File: src/common/rcfe_pkg.sv
// constants, types and codes of the remote command front end
package rcfe_pkg;
	typedef logic [7:0] rcfe_byte_t;
	typedef logic [3:0] rcfe_nib_t;
	typedef logic [4:0] rcfe_paddr_t;

	// character codes
	localparam rcfe_byte_t CH_CR = 8'h0d;
	localparam rcfe_byte_t CH_LF = 8'h0a;
	localparam rcfe_byte_t CH_DOLLAR = 8'h24;
	localparam rcfe_byte_t CH_AT = 8'h40;
	localparam rcfe_byte_t CH_AMP = 8'h26;
	localparam rcfe_byte_t CH_BANG = 8'h21;
	localparam rcfe_byte_t CH_QMARK = 8'h3f;
	localparam rcfe_byte_t CH_TILDE = 8'h7e;
	localparam rcfe_byte_t CH_Q = 8'h51;
	localparam rcfe_byte_t CH_U = 8'h55;
	localparam rcfe_byte_t CH_ZERO = 8'h30;
	localparam rcfe_byte_t CH_NINE = 8'h39;

	// address limits and reset values
	localparam rcfe_nib_t BUS_ADDR_MIN = 4'h1;
	localparam rcfe_nib_t BUS_ADDR_MAX = 4'h9;
	localparam rcfe_nib_t GW_MASTER_ADDR = 4'h0;
	localparam rcfe_paddr_t PAR_ADDR_RESET = 5'd25;
	localparam rcfe_paddr_t PAR_ADDR_OFF = 5'd0;

	// protocol select digit fields
	localparam int QSEL_CRLF_BIT = 1;
	localparam int QSEL_EXT_BIT = 2;

	// status byte field positions
	localparam int SB_RQS_BIT = 6;
	localparam int SB_MAV_BIT = 4;
	localparam int SB_RDY_BIT = 1;

	// output buffer geometry
	localparam int OBUF_AW = 4;
	localparam int OBUF_DEPTH = 16;

	// status refresh period
	localparam int CLK_PERIOD_NS = 10;
	localparam int STATUS_PERIOD_NS = 1000000;
	localparam int STATUS_TICK_CYCLES = STATUS_PERIOD_NS / CLK_PERIOD_NS;

	typedef enum logic [3:0] {
		PS_START = 4'b0001,
		PS_ADDR = 4'b0010,
		PS_BODY = 4'b0100,
		PS_SKIP = 4'b1000
	} rcfe_pstate_t;

	typedef enum logic [3:0] {
		OS_DATA = 4'b0001,
		OS_QMARK = 4'b0010,
		OS_CR = 4'b0100,
		OS_LF = 4'b1000
	} rcfe_ostate_t;
endpackage

File: src/design/rcfe_top.sv
// remote command front end: prefix filter, settings, reply framing, parallel-bus buffer and status byte
`timescale 1ns/100ps
module rcfe_top #(
	parameter int STATUS_TICK = rcfe_pkg::STATUS_TICK_CYCLES
) (
	input wire logic clk_i,
	input wire logic rstn_i,
	// serial port byte streams (uart on this clock)
	input wire logic ser_rx_valid_i,
	input wire rcfe_pkg::rcfe_byte_t ser_rx_data_i,
	output logic ser_tx_valid_o,
	output rcfe_pkg::rcfe_byte_t ser_tx_data_o,
	input wire logic ser_tx_ready_i,
	// parallel bus port (bus handshake logic on this clock)
	input wire logic par_ren_i,
	input wire logic par_talk_i,
	input wire logic par_listen_i,
	input wire logic par_rx_valid_i,
	input wire rcfe_pkg::rcfe_byte_t par_rx_data_i,
	input wire logic par_tx_read_i,
	input wire logic par_dev_clear_i,
	input wire logic par_poll_read_i,
	output rcfe_pkg::rcfe_byte_t par_tx_data_o,
	output logic par_tx_avail_o,
	output logic par_eoi_o,
	output logic par_srq_o,
	output rcfe_pkg::rcfe_byte_t status_byte_o,
	output logic par_active_o,
	// test mode and non-volatile storage
	input wire logic test_mode_i,
	input wire logic test_exit_i,
	input wire logic test_par_addr_we_i,
	input wire rcfe_pkg::rcfe_paddr_t test_par_addr_i,
	input wire rcfe_pkg::rcfe_nib_t nv_bus_addr_i,
	output logic nv_store_o,
	output rcfe_pkg::rcfe_nib_t nv_bus_addr_o,
	output rcfe_pkg::rcfe_nib_t bus_addr_o,
	// command handler side
	output logic cmd_valid_o,
	output rcfe_pkg::rcfe_byte_t cmd_data_o,
	output logic cmd_end_o,
	output logic cmd_reply_en_o,
	output logic ext_res_o,
	output logic crlf_o,
	input wire logic rsp_valid_i,
	input wire rcfe_pkg::rcfe_byte_t rsp_data_i,
	input wire logic rsp_last_i,
	input wire logic cmd_reject_i,
	output logic rsp_ready_o
);
	import rcfe_pkg::*;

	// ren pin synchroniser
	logic ren_meta;
	logic ren_sync;
	always_ff @(posedge clk_i) begin
		ren_meta <= par_ren_i;
		ren_sync <= ren_meta;
	end

	// settings and port state
	logic par_active;
	rcfe_paddr_t par_addr;
	rcfe_nib_t bus_addr;
	logic addr_loaded;
	logic unlocked;
	logic ext_res;
	logic crlf;

	// parallel port entry: only with a nonzero address, then sticky until restart
	wire par_enabled = (par_addr != PAR_ADDR_OFF);
	wire par_enter = par_enabled & ren_sync & (par_talk_i | par_listen_i);
	always_ff @(posedge clk_i) begin
		if (!rstn_i || test_exit_i) begin
			par_active <= 1'b0;
		end else if (par_enter) begin
			par_active <= 1'b1;
		end
	end

	// parallel address lives in test-mode settings, no remote path writes it
	always_ff @(posedge clk_i) begin
		if (!rstn_i) begin
			par_addr <= PAR_ADDR_RESET;
		end else if (test_mode_i && test_par_addr_we_i) begin
			par_addr <= test_par_addr_i;
		end
	end

	// input selection: exactly one port feeds the parser
	wire in_valid = par_active ? par_rx_valid_i : ser_rx_valid_i;
	wire rcfe_byte_t in_data = par_active ? par_rx_data_i : ser_rx_data_i;

	// character classes
	wire is_cr = (in_data == CH_CR);
	wire is_lf = (in_data == CH_LF);
	wire is_digit = (in_data >= CH_ZERO) && (in_data <= CH_NINE);
	wire rcfe_nib_t digit_val = in_data[3:0];

	// parser state and prefix flags
	rcfe_pstate_t pst;
	logic suppress;
	logic literal;
	rcfe_byte_t letter;
	rcfe_nib_t last_digit;
	logic any_nonzero;
	logic reply_ok;

	// the gateway master answers to address zero while the parallel port rules
	wire rcfe_nib_t own_addr = par_active ? GW_MASTER_ADDR : bus_addr;
	wire pfx_dollar = ~literal & (in_data == CH_DOLLAR);
	wire pfx_at = ~literal & (in_data == CH_AT);
	wire pfx_amp = ~literal & (in_data == CH_AMP);
	wire at_start = in_valid & (pst == PS_START);
	wire start_body = at_start & ~is_cr & ~is_lf & ~pfx_dollar & ~pfx_at & ~pfx_amp;
	wire body_byte = in_valid & (pst == PS_BODY) & ~is_cr;
	wire body_end = in_valid & (pst == PS_BODY) & is_cr;
	wire addr_hit = is_digit & (digit_val == own_addr);
	wire cmd_is_q = (letter == CH_Q);
	wire cmd_is_u = (letter == CH_U);
	wire cmd_is_bang = (letter == CH_BANG);
	wire cmd_is_store = (letter == CH_TILDE);
	wire digit_in_range = (last_digit >= BUS_ADDR_MIN) && (last_digit <= BUS_ADDR_MAX);

	// parser sequencing; a bare LF between commands is dropped at start
	always_ff @(posedge clk_i) begin
		if (!rstn_i) begin
			pst <= PS_START;
		end else if (in_valid) begin
			case (pst)
				PS_START: begin
					if (pfx_at) begin
						pst <= PS_ADDR;
					end else if (start_body) begin
						pst <= PS_BODY;
					end
				end
				PS_ADDR: begin
					if (is_cr) begin
						pst <= PS_START;
					end else if (addr_hit) begin
						pst <= PS_START;
					end else begin
						pst <= PS_SKIP;
					end
				end
				PS_BODY: begin
					if (is_cr) begin
						pst <= PS_START;
					end
				end
				PS_SKIP: begin
					if (is_cr) begin
						pst <= PS_START;
					end
				end
				default: begin
					pst <= PS_START;
				end
			endcase
		end
	end

	// prefix flags last for one command and are wiped at its CR
	always_ff @(posedge clk_i) begin
		if (!rstn_i || (in_valid && is_cr)) begin
			suppress <= 1'b0;
			literal <= 1'b0;
		end else if (at_start && pfx_dollar) begin
			suppress <= 1'b1;
		end else if (at_start && pfx_amp) begin
			literal <= 1'b1;
		end
	end

	// command letter and parameter digits
	always_ff @(posedge clk_i) begin
		if (!rstn_i) begin
			letter <= 8'h00;
			last_digit <= 4'h0;
			any_nonzero <= 1'b0;
		end else if (start_body) begin
			letter <= in_data;
			last_digit <= 4'h0;
			any_nonzero <= 1'b0;
		end else if (body_byte && is_digit) begin
			last_digit <= digit_val;
			any_nonzero <= any_nonzero | (digit_val != 4'h0);
		end
	end

	// forward command text to the handlers, one byte per cycle
	always_ff @(posedge clk_i) begin
		if (!rstn_i) begin
			cmd_valid_o <= 1'b0;
			cmd_data_o <= 8'h00;
			cmd_end_o <= 1'b0;
		end else begin
			cmd_valid_o <= start_body | body_byte;
			cmd_data_o <= in_data;
			cmd_end_o <= body_end;
		end
	end

	// reply permission: none under dollar, none for protocol select
	always_ff @(posedge clk_i) begin
		if (!rstn_i) begin
			reply_ok <= 1'b0;
			cmd_reply_en_o <= 1'b0;
		end else if (body_end) begin
			reply_ok <= ~suppress & ~cmd_is_q;
			cmd_reply_en_o <= ~suppress & ~cmd_is_q;
		end
	end

	// protocol select and unlock take effect at the command's CR
	always_ff @(posedge clk_i) begin
		if (!rstn_i) begin
			ext_res <= 1'b0;
			crlf <= 1'b0;
			unlocked <= 1'b0;
		end else if (body_end && cmd_is_q) begin
			ext_res <= last_digit[QSEL_EXT_BIT];
			crlf <= last_digit[QSEL_CRLF_BIT];
		end else if (body_end && cmd_is_u) begin
			unlocked <= any_nonzero;
		end
	end

	// bus address: loaded from storage once after reset release, never as a reset value
	always_ff @(posedge clk_i) begin
		if (!rstn_i) begin
			addr_loaded <= 1'b0;
			bus_addr <= BUS_ADDR_MIN;
		end else if (!addr_loaded) begin
			addr_loaded <= 1'b1;
			bus_addr <= nv_bus_addr_i;
		end else if (body_end && cmd_is_bang && unlocked && digit_in_range) begin
			bus_addr <= last_digit;
		end
	end

	// storage write only on store command or test exit
	always_ff @(posedge clk_i) begin
		if (!rstn_i) begin
			nv_store_o <= 1'b0;
			nv_bus_addr_o <= BUS_ADDR_MIN;
		end else begin
			nv_store_o <= (body_end & cmd_is_store) | test_exit_i;
			nv_bus_addr_o <= bus_addr;
		end
	end

	// reply framing: handler text, optional '?', then CR and maybe LF
	rcfe_ostate_t ost;
	logic out_valid;
	rcfe_byte_t out_data;
	logic out_ready;
	logic out_term;
	always_comb begin
		out_valid = 1'b0;
		out_data = rsp_data_i;
		out_term = 1'b0;
		rsp_ready_o = 1'b0;
		case (ost)
			OS_DATA: begin
				out_valid = rsp_valid_i & reply_ok;
				rsp_ready_o = reply_ok ? out_ready : 1'b1;
			end
			OS_QMARK: begin
				out_valid = 1'b1;
				out_data = CH_QMARK;
			end
			OS_CR: begin
				out_valid = 1'b1;
				out_data = CH_CR;
				out_term = ~crlf;
			end
			OS_LF: begin
				out_valid = 1'b1;
				out_data = CH_LF;
				out_term = 1'b1;
			end
			default: begin
				out_valid = 1'b0;
			end
		endcase
	end

	wire out_fire = out_valid & out_ready;
	always_ff @(posedge clk_i) begin
		if (!rstn_i) begin
			ost <= OS_DATA;
		end else begin
			case (ost)
				OS_DATA: begin
					if (cmd_reject_i && reply_ok) begin
						ost <= OS_QMARK;
					end else if (out_fire && rsp_last_i) begin
						ost <= OS_CR;
					end
				end
				OS_QMARK: begin
					if (out_fire) begin
						ost <= OS_CR;
					end
				end
				OS_CR: begin
					if (out_fire) begin
						ost <= crlf ? OS_LF : OS_DATA;
					end
				end
				OS_LF: begin
					if (out_fire) begin
						ost <= OS_DATA;
					end
				end
				default: begin
					ost <= OS_DATA;
				end
			endcase
		end
	end

	// serial output stage, a single holding register keeps data on flops
	wire ser_take = ~ser_tx_valid_o | ser_tx_ready_i;
	always_ff @(posedge clk_i) begin
		if (!rstn_i) begin
			ser_tx_valid_o <= 1'b0;
			ser_tx_data_o <= 8'h00;
		end else if (ser_take) begin
			ser_tx_valid_o <= out_valid & ~par_active;
			ser_tx_data_o <= out_data;
		end
	end

	// parallel output buffer; bit 8 marks the byte that closes a message
	logic [8:0] obuf [0:OBUF_DEPTH-1];
	logic [OBUF_AW-1:0] wr_ptr;
	logic [OBUF_AW-1:0] rd_ptr;
	logic [OBUF_AW:0] count;
	logic [OBUF_AW:0] msg_count;
	wire buf_full = (count == OBUF_DEPTH[OBUF_AW:0]);
	wire buf_avail = (count != '0);
	wire msg_avail = (msg_count != '0);
	assign out_ready = par_active ? ~buf_full : ser_take;
	wire push = out_fire & par_active;
	wire pop = par_tx_read_i & buf_avail;
	wire pop_term = pop & obuf[rd_ptr][8];
	wire push_term = push & out_term;
	wire buf_clear = par_dev_clear_i | (body_end & cmd_is_q);

	// buffer write side, no reset needed on the storage itself
	always_ff @(posedge clk_i) begin
		if (push) begin
			obuf[wr_ptr] <= {out_term, out_data};
		end
	end

	// pointers and counters; clear touches buffers and nothing in the supply
	always_ff @(posedge clk_i) begin
		if (!rstn_i || buf_clear) begin
			wr_ptr <= '0;
			rd_ptr <= '0;
			count <= '0;
			msg_count <= '0;
		end else begin
			wr_ptr <= wr_ptr + OBUF_AW'(push);
			rd_ptr <= rd_ptr + OBUF_AW'(pop);
			count <= count + (OBUF_AW+1)'(push) - (OBUF_AW+1)'(pop);
			msg_count <= msg_count + (OBUF_AW+1)'(push_term) - (OBUF_AW+1)'(pop_term);
		end
	end

	assign par_tx_data_o = obuf[rd_ptr][7:0];
	assign par_tx_avail_o = buf_avail;
	assign par_eoi_o = 1'b0;

	// millisecond tick for the status snapshot
	logic [31:0] tick_cnt;
	wire tick = (tick_cnt == 32'(STATUS_TICK - 1));
	always_ff @(posedge clk_i) begin
		if (!rstn_i || tick) begin
			tick_cnt <= 32'h0;
		end else begin
			tick_cnt <= tick_cnt + 32'h1;
		end
	end

	// flags sampled once per tick, so they can lag a read by up to a period
	logic rdy_snap;
	logic mav_snap;
	always_ff @(posedge clk_i) begin
		if (!rstn_i) begin
			rdy_snap <= 1'b0;
			mav_snap <= 1'b0;
		end else if (tick) begin
			rdy_snap <= buf_avail;
			mav_snap <= msg_avail;
		end
	end

	// service request on each rise of message-available, unless talking
	logic mav_prev;
	logic rqs;
	wire mav_rise = msg_avail & ~mav_prev;
	wire srq_set = mav_rise & ~par_talk_i;
	always_ff @(posedge clk_i) begin
		if (!rstn_i) begin
			mav_prev <= 1'b0;
			rqs <= 1'b0;
		end else begin
			mav_prev <= msg_avail;
			if (srq_set) begin
				rqs <= 1'b1;
			end else if (par_poll_read_i) begin
				rqs <= 1'b0;
			end
		end
	end

	// status byte is always presented for a poll
	always_comb begin
		status_byte_o = 8'h00;
		status_byte_o[SB_RQS_BIT] = rqs;
		status_byte_o[SB_MAV_BIT] = mav_snap;
		status_byte_o[SB_RDY_BIT] = rdy_snap;
	end

	assign par_srq_o = rqs;
	assign par_active_o = par_active;
	assign bus_addr_o = bus_addr;
	assign ext_res_o = ext_res;
	assign crlf_o = crlf;
endmodule

File: config.mk
export PLATFORM = sky130hd
export DESIGN_NAME = rcfe_top
export DESIGN_NICKNAME = d
export VERILOG_FILES = /design/src/common/rcfe_pkg.sv /design/src/design/rcfe_top.sv
export SDC_FILE = /design/constraint.sdc
export NUM_CORES = 1
export LEC_CHECK = 0
export BUFFER_PORTS_ARGS = -buffer_cell sky130_fd_sc_hd__buf_2
export CORE_MARGIN = 5
export CORE_UTILIZATION = 45
export CTS_CLUSTER_SIZE = 10
export DETAILED_ROUTE_END_ITERATION = 16
export HOLD_SLACK_MARGIN = 0.08
export PLACE_DENSITY_LB_ADDON = 0.12
export SLEW_MARGIN = 30
export SYNTH_ARGS = -nofsm -noshare
export SYNTH_HDL_FRONTEND = slang
export SYNTH_SLANG_ARGS = --single-unit
File: constraint.sdc
create_clock -name clk_i -period 5.07 [get_ports clk_i]
set_clock_uncertainty 0.2 [all_clocks]
set_input_delay 1.014 -clock clk_i [delete_from_list [all_inputs] [get_ports clk_i]]
set_output_delay 1.014 -clock clk_i [all_outputs]
set_load 0.01 [all_outputs]
* After elaboration in Yosys (flattened, before gate mapping)
Memory sizes are Yosys's and may differ from the RTL's. A register that Yosys moved wholly into a read port is not among the register bits.
Index checks and enable logic that the tools add are counted.
Widths: inputs -> output; s select.
** Storage, ports and cells
- Memories :: 1
- Bits of input ports :: 50
- Bits in writable memories :: 144
- Logic and storage cells :: 183
- Register bits :: 118
** Cells by class
- Order comparisons :: 4
- Muxes and demuxes :: 30
- Reductions and logical operators :: 31
- Bitwise gates (word level) :: 50
- Equality and inequality tests :: 27
- Add/sub/neg operators :: 7
** Memory list
- obuf :: words 16, bits a word 9, rd ports 1, clocked after memory_dff 1, wr ports 1, line rcfe_top.sv:338 : logic [8:0] obuf [0:OBUF_DEPTH-1];
** Operators with widths (number)
- $mux 4 :: 15
- $add 32x1->32 const B :: 1
- $eq 32x17->1 const B :: 1
- $eq 8x7->1 const B :: 4
- $and 1x1->1 :: 27
- $eq 8x6->1 const B :: 3
- $pmux 8 s3 :: 1
- $not 1->1 :: 17
- $eq 8x4->1 const B :: 2
- $pmux 4 s4 :: 1
- $reduce_bool 5->1 :: 3
- $logic_and 1x1->1 :: 14
- $pmux 4 s3 :: 1
- $add 5x1->5 :: 2
- $sub 5x1->5 :: 2
- $mux 1 :: 9
- $add 4x1->4 :: 2
- $eq 4x1->1 const B :: 2
- $eq 4x2->1 const B :: 2
- $eq 4x3->1 const B :: 2
- $eq 4x4->1 const B :: 2
- $ge 8x6->1 const B :: 1
- $le 8x6->1 const B :: 1
- $mux 8 :: 1
- other kinds (18) :: 33

* Logic depth before layout (Yosys ltp)
Gate-level depths: netlist of run 1.
- Word-level depth :: 11
- Depth in mapped cells :: 16
- Depth with buffers taken out :: 15

* Least setup slack after synthesis of run 1
No wires, ideal clock.
- Kind :: register to register
- Start point :: register rd_ptr[0] (netlist name)
- End point :: register msg_count[4]
- Cell stages (with the launch flop) :: 15
- Clock period less this slack :: 3.698 ns
- Setup time :: 0.117 ns
- Arrival :: 3.381 ns
- Data required time :: 4.753 ns
- Setup slack :: 1.372 ns
- Buffers on the path :: 2
- Cells stage by stage :: dfxtp_1 clkbuf_1 buf_2 mux4_2 mux2_2 o211a_1 ha_1 inv_1 ha_1 fa_1 a21oi_1 nor2_1 nor2_1 xnor2_1 nor2_1
** RTL lines
- end signal, assigned :: line rcfe_top.sv:371 : msg_count <= msg_count + (OBUF_AW+1)'(push_term) - (OBUF_AW+1)'(pop_term);
- end, declared :: line rcfe_top.sv:342 : logic [OBUF_AW:0] msg_count;

==> impl_metrics.ini, run 1 <==
[grt]
antenna_found_initial = 2
grt_pass1_wl_mm = 40.4
grt_pass1_vias = 7155
gr-total-overflow = 0
grt_usage = 0.178
grt_max_degree = 37

[clocking]
cts_root_buffer = clkbuf_16
cts_sinks = 262
cts_max_level = 1
cts.repair.resized = 0
post_cts_buffers = 0
postCtsHoldBufs = 0
cts.clk_slew.worst_paths_ps = 60
worstSkewPairLatency_ps = 550
clk_path_buf_depth = 3
cts_buffers = 30
cts_tree = yes

[cells_and_area]
fillers = 2214
nets = 1064
synthToLayoutAreaGrowth_pct = 15.2
n_antenna_cell = 0
final_cells = 1344
post-route-util = 0.522
layout-drive-gt1-share = 0.229

[power_and_ir_drop]
vdd_drop_max_uv = 232
p_leak_nw = 4.62
powerDensity_nw_per_um2 = 377

[floorplanning]
pin_count = 102
rows = 58
initial_core_util = 0.453
core_area_sq_um = 25000
die-area_sq_um = 28400
dieHeight_microns = 169
die_w_microns = 169

[sta]
slew_headroom = 0.396
setup_slack_ps = 852
tns_ps = 0
min_period_ps = 4220
max_clock_freq_ghz = 0.237
setup_viol = 0
hold_viol_final = 0
maxSlewViolCount = 0
worst_pin_slew_ps = 902
rsz0062_at_grt = no
post-route-period-util = 0.832

[logic_synthesis]
synth_top_cell_by_area = edfxtp_1
synth_top_family_by_area = simple AND/OR/NAND/NOR gates
ys_ff_latch = 262
synth_ff_type = edfxtp_1
yosys.area_share.simple = 0.149
avgSynthCellArea_sq_um = 12.7
synth.most_common_cell = edfxtp_1
synth_common_cells = edfxtp_1 (144), dfxtp_1 (118), nor2_1 (96)
synthAdderAreaFrac = 0.0223
netlist_area_sq_um = 11300
synth_top_area_frac = 0.382
syn_inst = 893
synthXorXnorAreaFrac = 0.0333
ys_warn_count = 0
synth_edf_count = 144
yosysSeqAreaShare = 0.591
ys_async_sr_fraction = 0
synth_area_leaders = edfxtp_1 (38%), dfxtp_1 (21%), mux4_2 (8.8%)
synth_compound_area_frac = 0.0567
synthMuxAreaShare = 0.115
synth.distinct_cells = 69

[detailed_routing]
drcViolationCount = 0
drt_iter0_drc = 558
dr.pass1.iters = 5
via_per_inst = 5.37
vias = 7218
drt.antenna.violating_nets = 0
wl_per_cell_microns = 19.0
wirelength_mm = 25.5

[placed_design]
hpwl_mm = 17.5
place.gp.congestion = 0.785
io_buffers = 95
placed_cells = 1293
place_ws_ps = 1370

[flow_run]
maxCapViolCount = 0

[min_path]
min_path_type = register to register

[worst_setup_path]
path_max_fanout = 20
start_kind = register
crit_required_ps = 3860
cp-end-kind = output pin
critPathKind = register to output pin
arrival_ps = 3000

[outcome]
status = completed
[kinds of logic (layout without fill, tap and decap cells)]
kind of cell,count (synthesis),count (layout)
adders and majority gates,19,19
xor gates and xnor gates,43,43
muxes,71,71
other,1,6
AOI/OAI and AO/OA,97,97
DFF,262,262
buffers and inverters,80,196
and+or+nand+nor,320,320
[registers in the layout, summed over array words and instances, names as in the netlist, 4 cells and up]
signal / count
ser_tx_data_o: 8
wr_ptr: 4
rd_ptr: 4
cmd_data_o: 8
par_addr: 5
tick_cnt: 32
count: 5
letter: 8
obuf: 144
ost: 4
bus_addr_o: 4
last_digit: 4
msg_count: 5
nv_bus_addr_o: 4
pst: 4
[cells in the final DEF, fill, tap and decap left out, types with 4 or more instances in the layout]
cell	synthesis	final
and3_1	8	8
a311oi_1	4	4
buf_2	10	95
conb_1	1	6
nor3_1	25	25
nor3b_1	7	7
clkbuf_16	0	30
mux2_2	12	12
o21ai_0	18	18
inv_1	32	32
buf_4	9	18
mux4_2	44	44
a21oi_1	35	34
nand2_1	54	54
a31oi_1	6	6
edfxtp_1	144	144
nand3_1	32	32
xnor2_1	19	19
ha_1	17	17
nor2b_1	4	4
and4_1	5	5
mux2i_1	12	12
xor2_1	24	24
nor2_1	96	88
a211oi_1	4	4
nand4_1	14	14
nor4_1	9	8
nand3b_1	6	6
clkbuf_1	21	17
nand2b_1	6	6
and2_1	21	21
or3_1	9	9
nor2_2	0	8
dfxtp_1	118	117
[per-stage QoR]
step / area (sq um) / power (mW) / hold slack [ps]
floorplan: 11300 / 2.84 / 110
global placement: 12100 / 3.00 / 110
detailed placement: 12100 / 3.01 / 113
CTS: 13000 / 4.98 / 126
finish: 13000 / 4.91 / 124
global route: 13000 / 5.15 / 145
[area by class of cell]
type	instances	area, sq um	share of cell area
inverter	32	120	0.00922
multi-input combinational	556	4310	0.331
timing repair buffer	113	611	0.0469
clock buffer	50	856	0.0657
clock inverter	1	30.0	0.00230
tap	330	413	0.0317
sequential	262	6690	0.513
[worst max-delay path, cell delays in order, from the launching register on]
cell and delay [ps]:
dfxtp_2 790, buf_4 460, mux4_2 560, mux4_2 460, buf_2 160
[layer usage]
layer	wire length [microns]	track usage	vias to the layer above
li1	-	-	3490
met1	11400	0.242	3524
met2	12400	0.297	155
met3	1100	0.0341	45
met4	603	0.0448	4
met5	21	0	-
[power breakdown]
group / internal (mW) / switching (mW) / total [mW]
Clock: 1.14 / 0.812 / 1.95
Combinational: 0.281 / 0.314 / 0.594
Sequential: 2.30 / 0.0646 / 2.37
[worst paths after layout]
check,from,endpoint,slack [ps],cells after the start
max,rd_ptr[0],par_tx_data_o[1],850,4
min,ren_meta,ren_sync,120,0
max reg2reg,rd_ptr[0],msg_count[4],1450,12
min reg2reg,ren_meta,ren_sync,120,0
Note: power is estimated with default switching activity, not from simulation.
==> inputs of run 2 (changes only) <==
- clock period: 5.07 -> 3.7 ns (I/O delays scaled with it)
==> run 2 against run 1 <==
- count of clock-buffer cells in the layout increased by 2
- highest routed layer unchanged
- sequential share of layout area is 0.58 points lower
- core utilization is 0.60 points higher
- non-clock buffer count up 26
- setup slack got worse by 730 ps
- clock power is 35% higher
- largest power group unchanged
- via count is 1.2% higher
- critical path depth grew 1
- sequential cell count is the same
- combinational power up 41%
- first-iteration DRC count fell by 15%
- sequential power increased by 36%
==> impl_metrics.ini, run 2 (same netlist as run 1, synthesis figures left out) <==
[detailed_routing]
drt_iter0_drc = 477
wl_per_cell_microns = 18.8
via_per_inst = 5.32
vias = 7302
wirelength_mm = 25.8
dr.pass1.iters = 5
drcViolationCount = 0
drt.antenna.violating_nets = 0

[floorplanning]
die-area_sq_um = 28400
initial_core_util = 0.453
pin_count = 102
rows = 58
dieHeight_microns = 169
die_w_microns = 169
core_area_sq_um = 25000

[grt]
grt_usage = 0.182
gr-total-overflow = 0
grt_pass1_wl_mm = 41.2
grt_max_degree = 36
antenna_found_initial = 2
grt_pass1_vias = 7485

[power_and_ir_drop]
powerDensity_nw_per_um2 = 507
p_leak_nw = 4.75
vdd_drop_max_uv = 273

[placed_design]
place.gp.congestion = 0.791
place_ws_ps = 351
io_buffers = 95
hpwl_mm = 17.6

[cells_and_area]
layout-drive-gt1-share = 0.236
synthToLayoutAreaGrowth_pct = 16.5
nets = 1090
n_antenna_cell = 0
final_cell_mix = edfxtp_1 (144), dfxtp_1 (117), nor2_1 (96)
multi_input_area_sq_um = 4280
regArea_sq_um = 6690
mostFrequentLayoutCell = edfxtp_1
reg_top3 = obuf: 144 flops, tick_cnt: 32 flops
largest_reg_flops = 144
regMostFlops = obuf
fillers = 2165
post-route-util = 0.528

[sta]
whs_ps = 105
post-route-period-util = 0.966
hold_viol_final = 0
min_period_ps = 3570
setup_viol = 0
setup_slack_ps = 126
slew_headroom = 0.403
max_clock_freq_ghz = 0.280
worst_pin_slew_ps = 896
maxSlewViolCount = 0
tns_ps = 0
rsz0062_at_grt = no

[min_path]
hold_end = ren_meta
holdPathStages = 1
min_path_type = input pin to register
hp-start = par_ren_i

[worst_setup_path]
timing.rr.end = msg_count[4]
start_kind = register
max_stage_delay_ps = 510
crit_required_ps = 2760
crit_slowest_cell = dfxtp_1
cp-end-kind = output pin
path_max_fanout = 20
critPathKind = register to output pin
worstRegToRegCells = 13
reg2reg_slack_ps = 390
crit_top_cell = mux4_2
rr_startpoint = ost[2]
cp_cell_sequence = buf_4, buf_6, mux4_2, mux4_2, buf_2
arrival_ps = 2630

[clocking]
cts_max_level = 1
cts.clk_slew.worst_paths_ps = 50
cts_sinks = 262
worstSkewPairLatency_ps = 540
cts_tree = yes
cts_root_buffer = clkbuf_16
clk_path_buf_depth = 3
cts_buffers = 30

[flow_run]
maxCapViolCount = 0

[outcome]
status = completed
run 2: power breakdown:
part           internal (mW)  total [mW]  switching, mW
combinational          0.394       0.835          0.441
sequential              3.16        3.22         0.0651
clock                   1.54        2.63           1.09
run 2: cell type report:
type	instances	share of cell area
inverters	32	0.00911
multi-input cells	556	0.325
flip-flops and latches	262	0.507
clock buffers	52	0.0648
repair buffers	139	0.0620
clock inverters	1	0.000380
well taps	330	0.0313
run 2: layer usage:
layer,vias to the layer above,part of all wire,global-route usage
li1,3541,-,-
met1,3551,0.44,0.247
met2,163,0.49,0.306
met3,43,0.049,0.0329
met4,4,0.019,0.0420
met5,-,0.00089,0
run 2: worst max-delay path, delay by kind of cell (launching register included):
family,cells,cell delay [ps]
mux,2,850
buf+inv,3,720
flops,1,510
run 2: how the worst max path moves through the flow:
stage / startpoint / end / slack, ps / cells past startpoint
4_1_cts: rd_ptr[0] / par_tx_data_o[4] / 10 / 4
3_5_place_dp: rsp_valid_i / msg_count[4] / 350 / 14
5_1_grt: rd_ptr[0] / par_tx_data_o[4] / 2 / 4
2_1_floorplan: rd_ptr[0] / msg_count[4] / 2 / 14
3_3_place_gp: rsp_valid_i / msg_count[4] / 370 / 14
6_report: rd_ptr[1] / par_tx_data_o[4] / 130 / 5
run 2: per-stage QoR:
step	std cells	cell area, sq um	power (mW)
floorplan	898	11300	3.89
global placement	1319	12300	4.12
detailed placement	1319	12300	4.12
CTS	1372	13200	6.77
global route	1372	13200	7.02
finish	1372	13200	6.69
run 2: timing repair:
item / CTS / global route
buffers inserted: 0 / 0
endpoints found under the setup margin: 8 / 7
hold buffers: 0 / 0
gates resized for setup: 2 / 2
pin swaps: 0 / 0
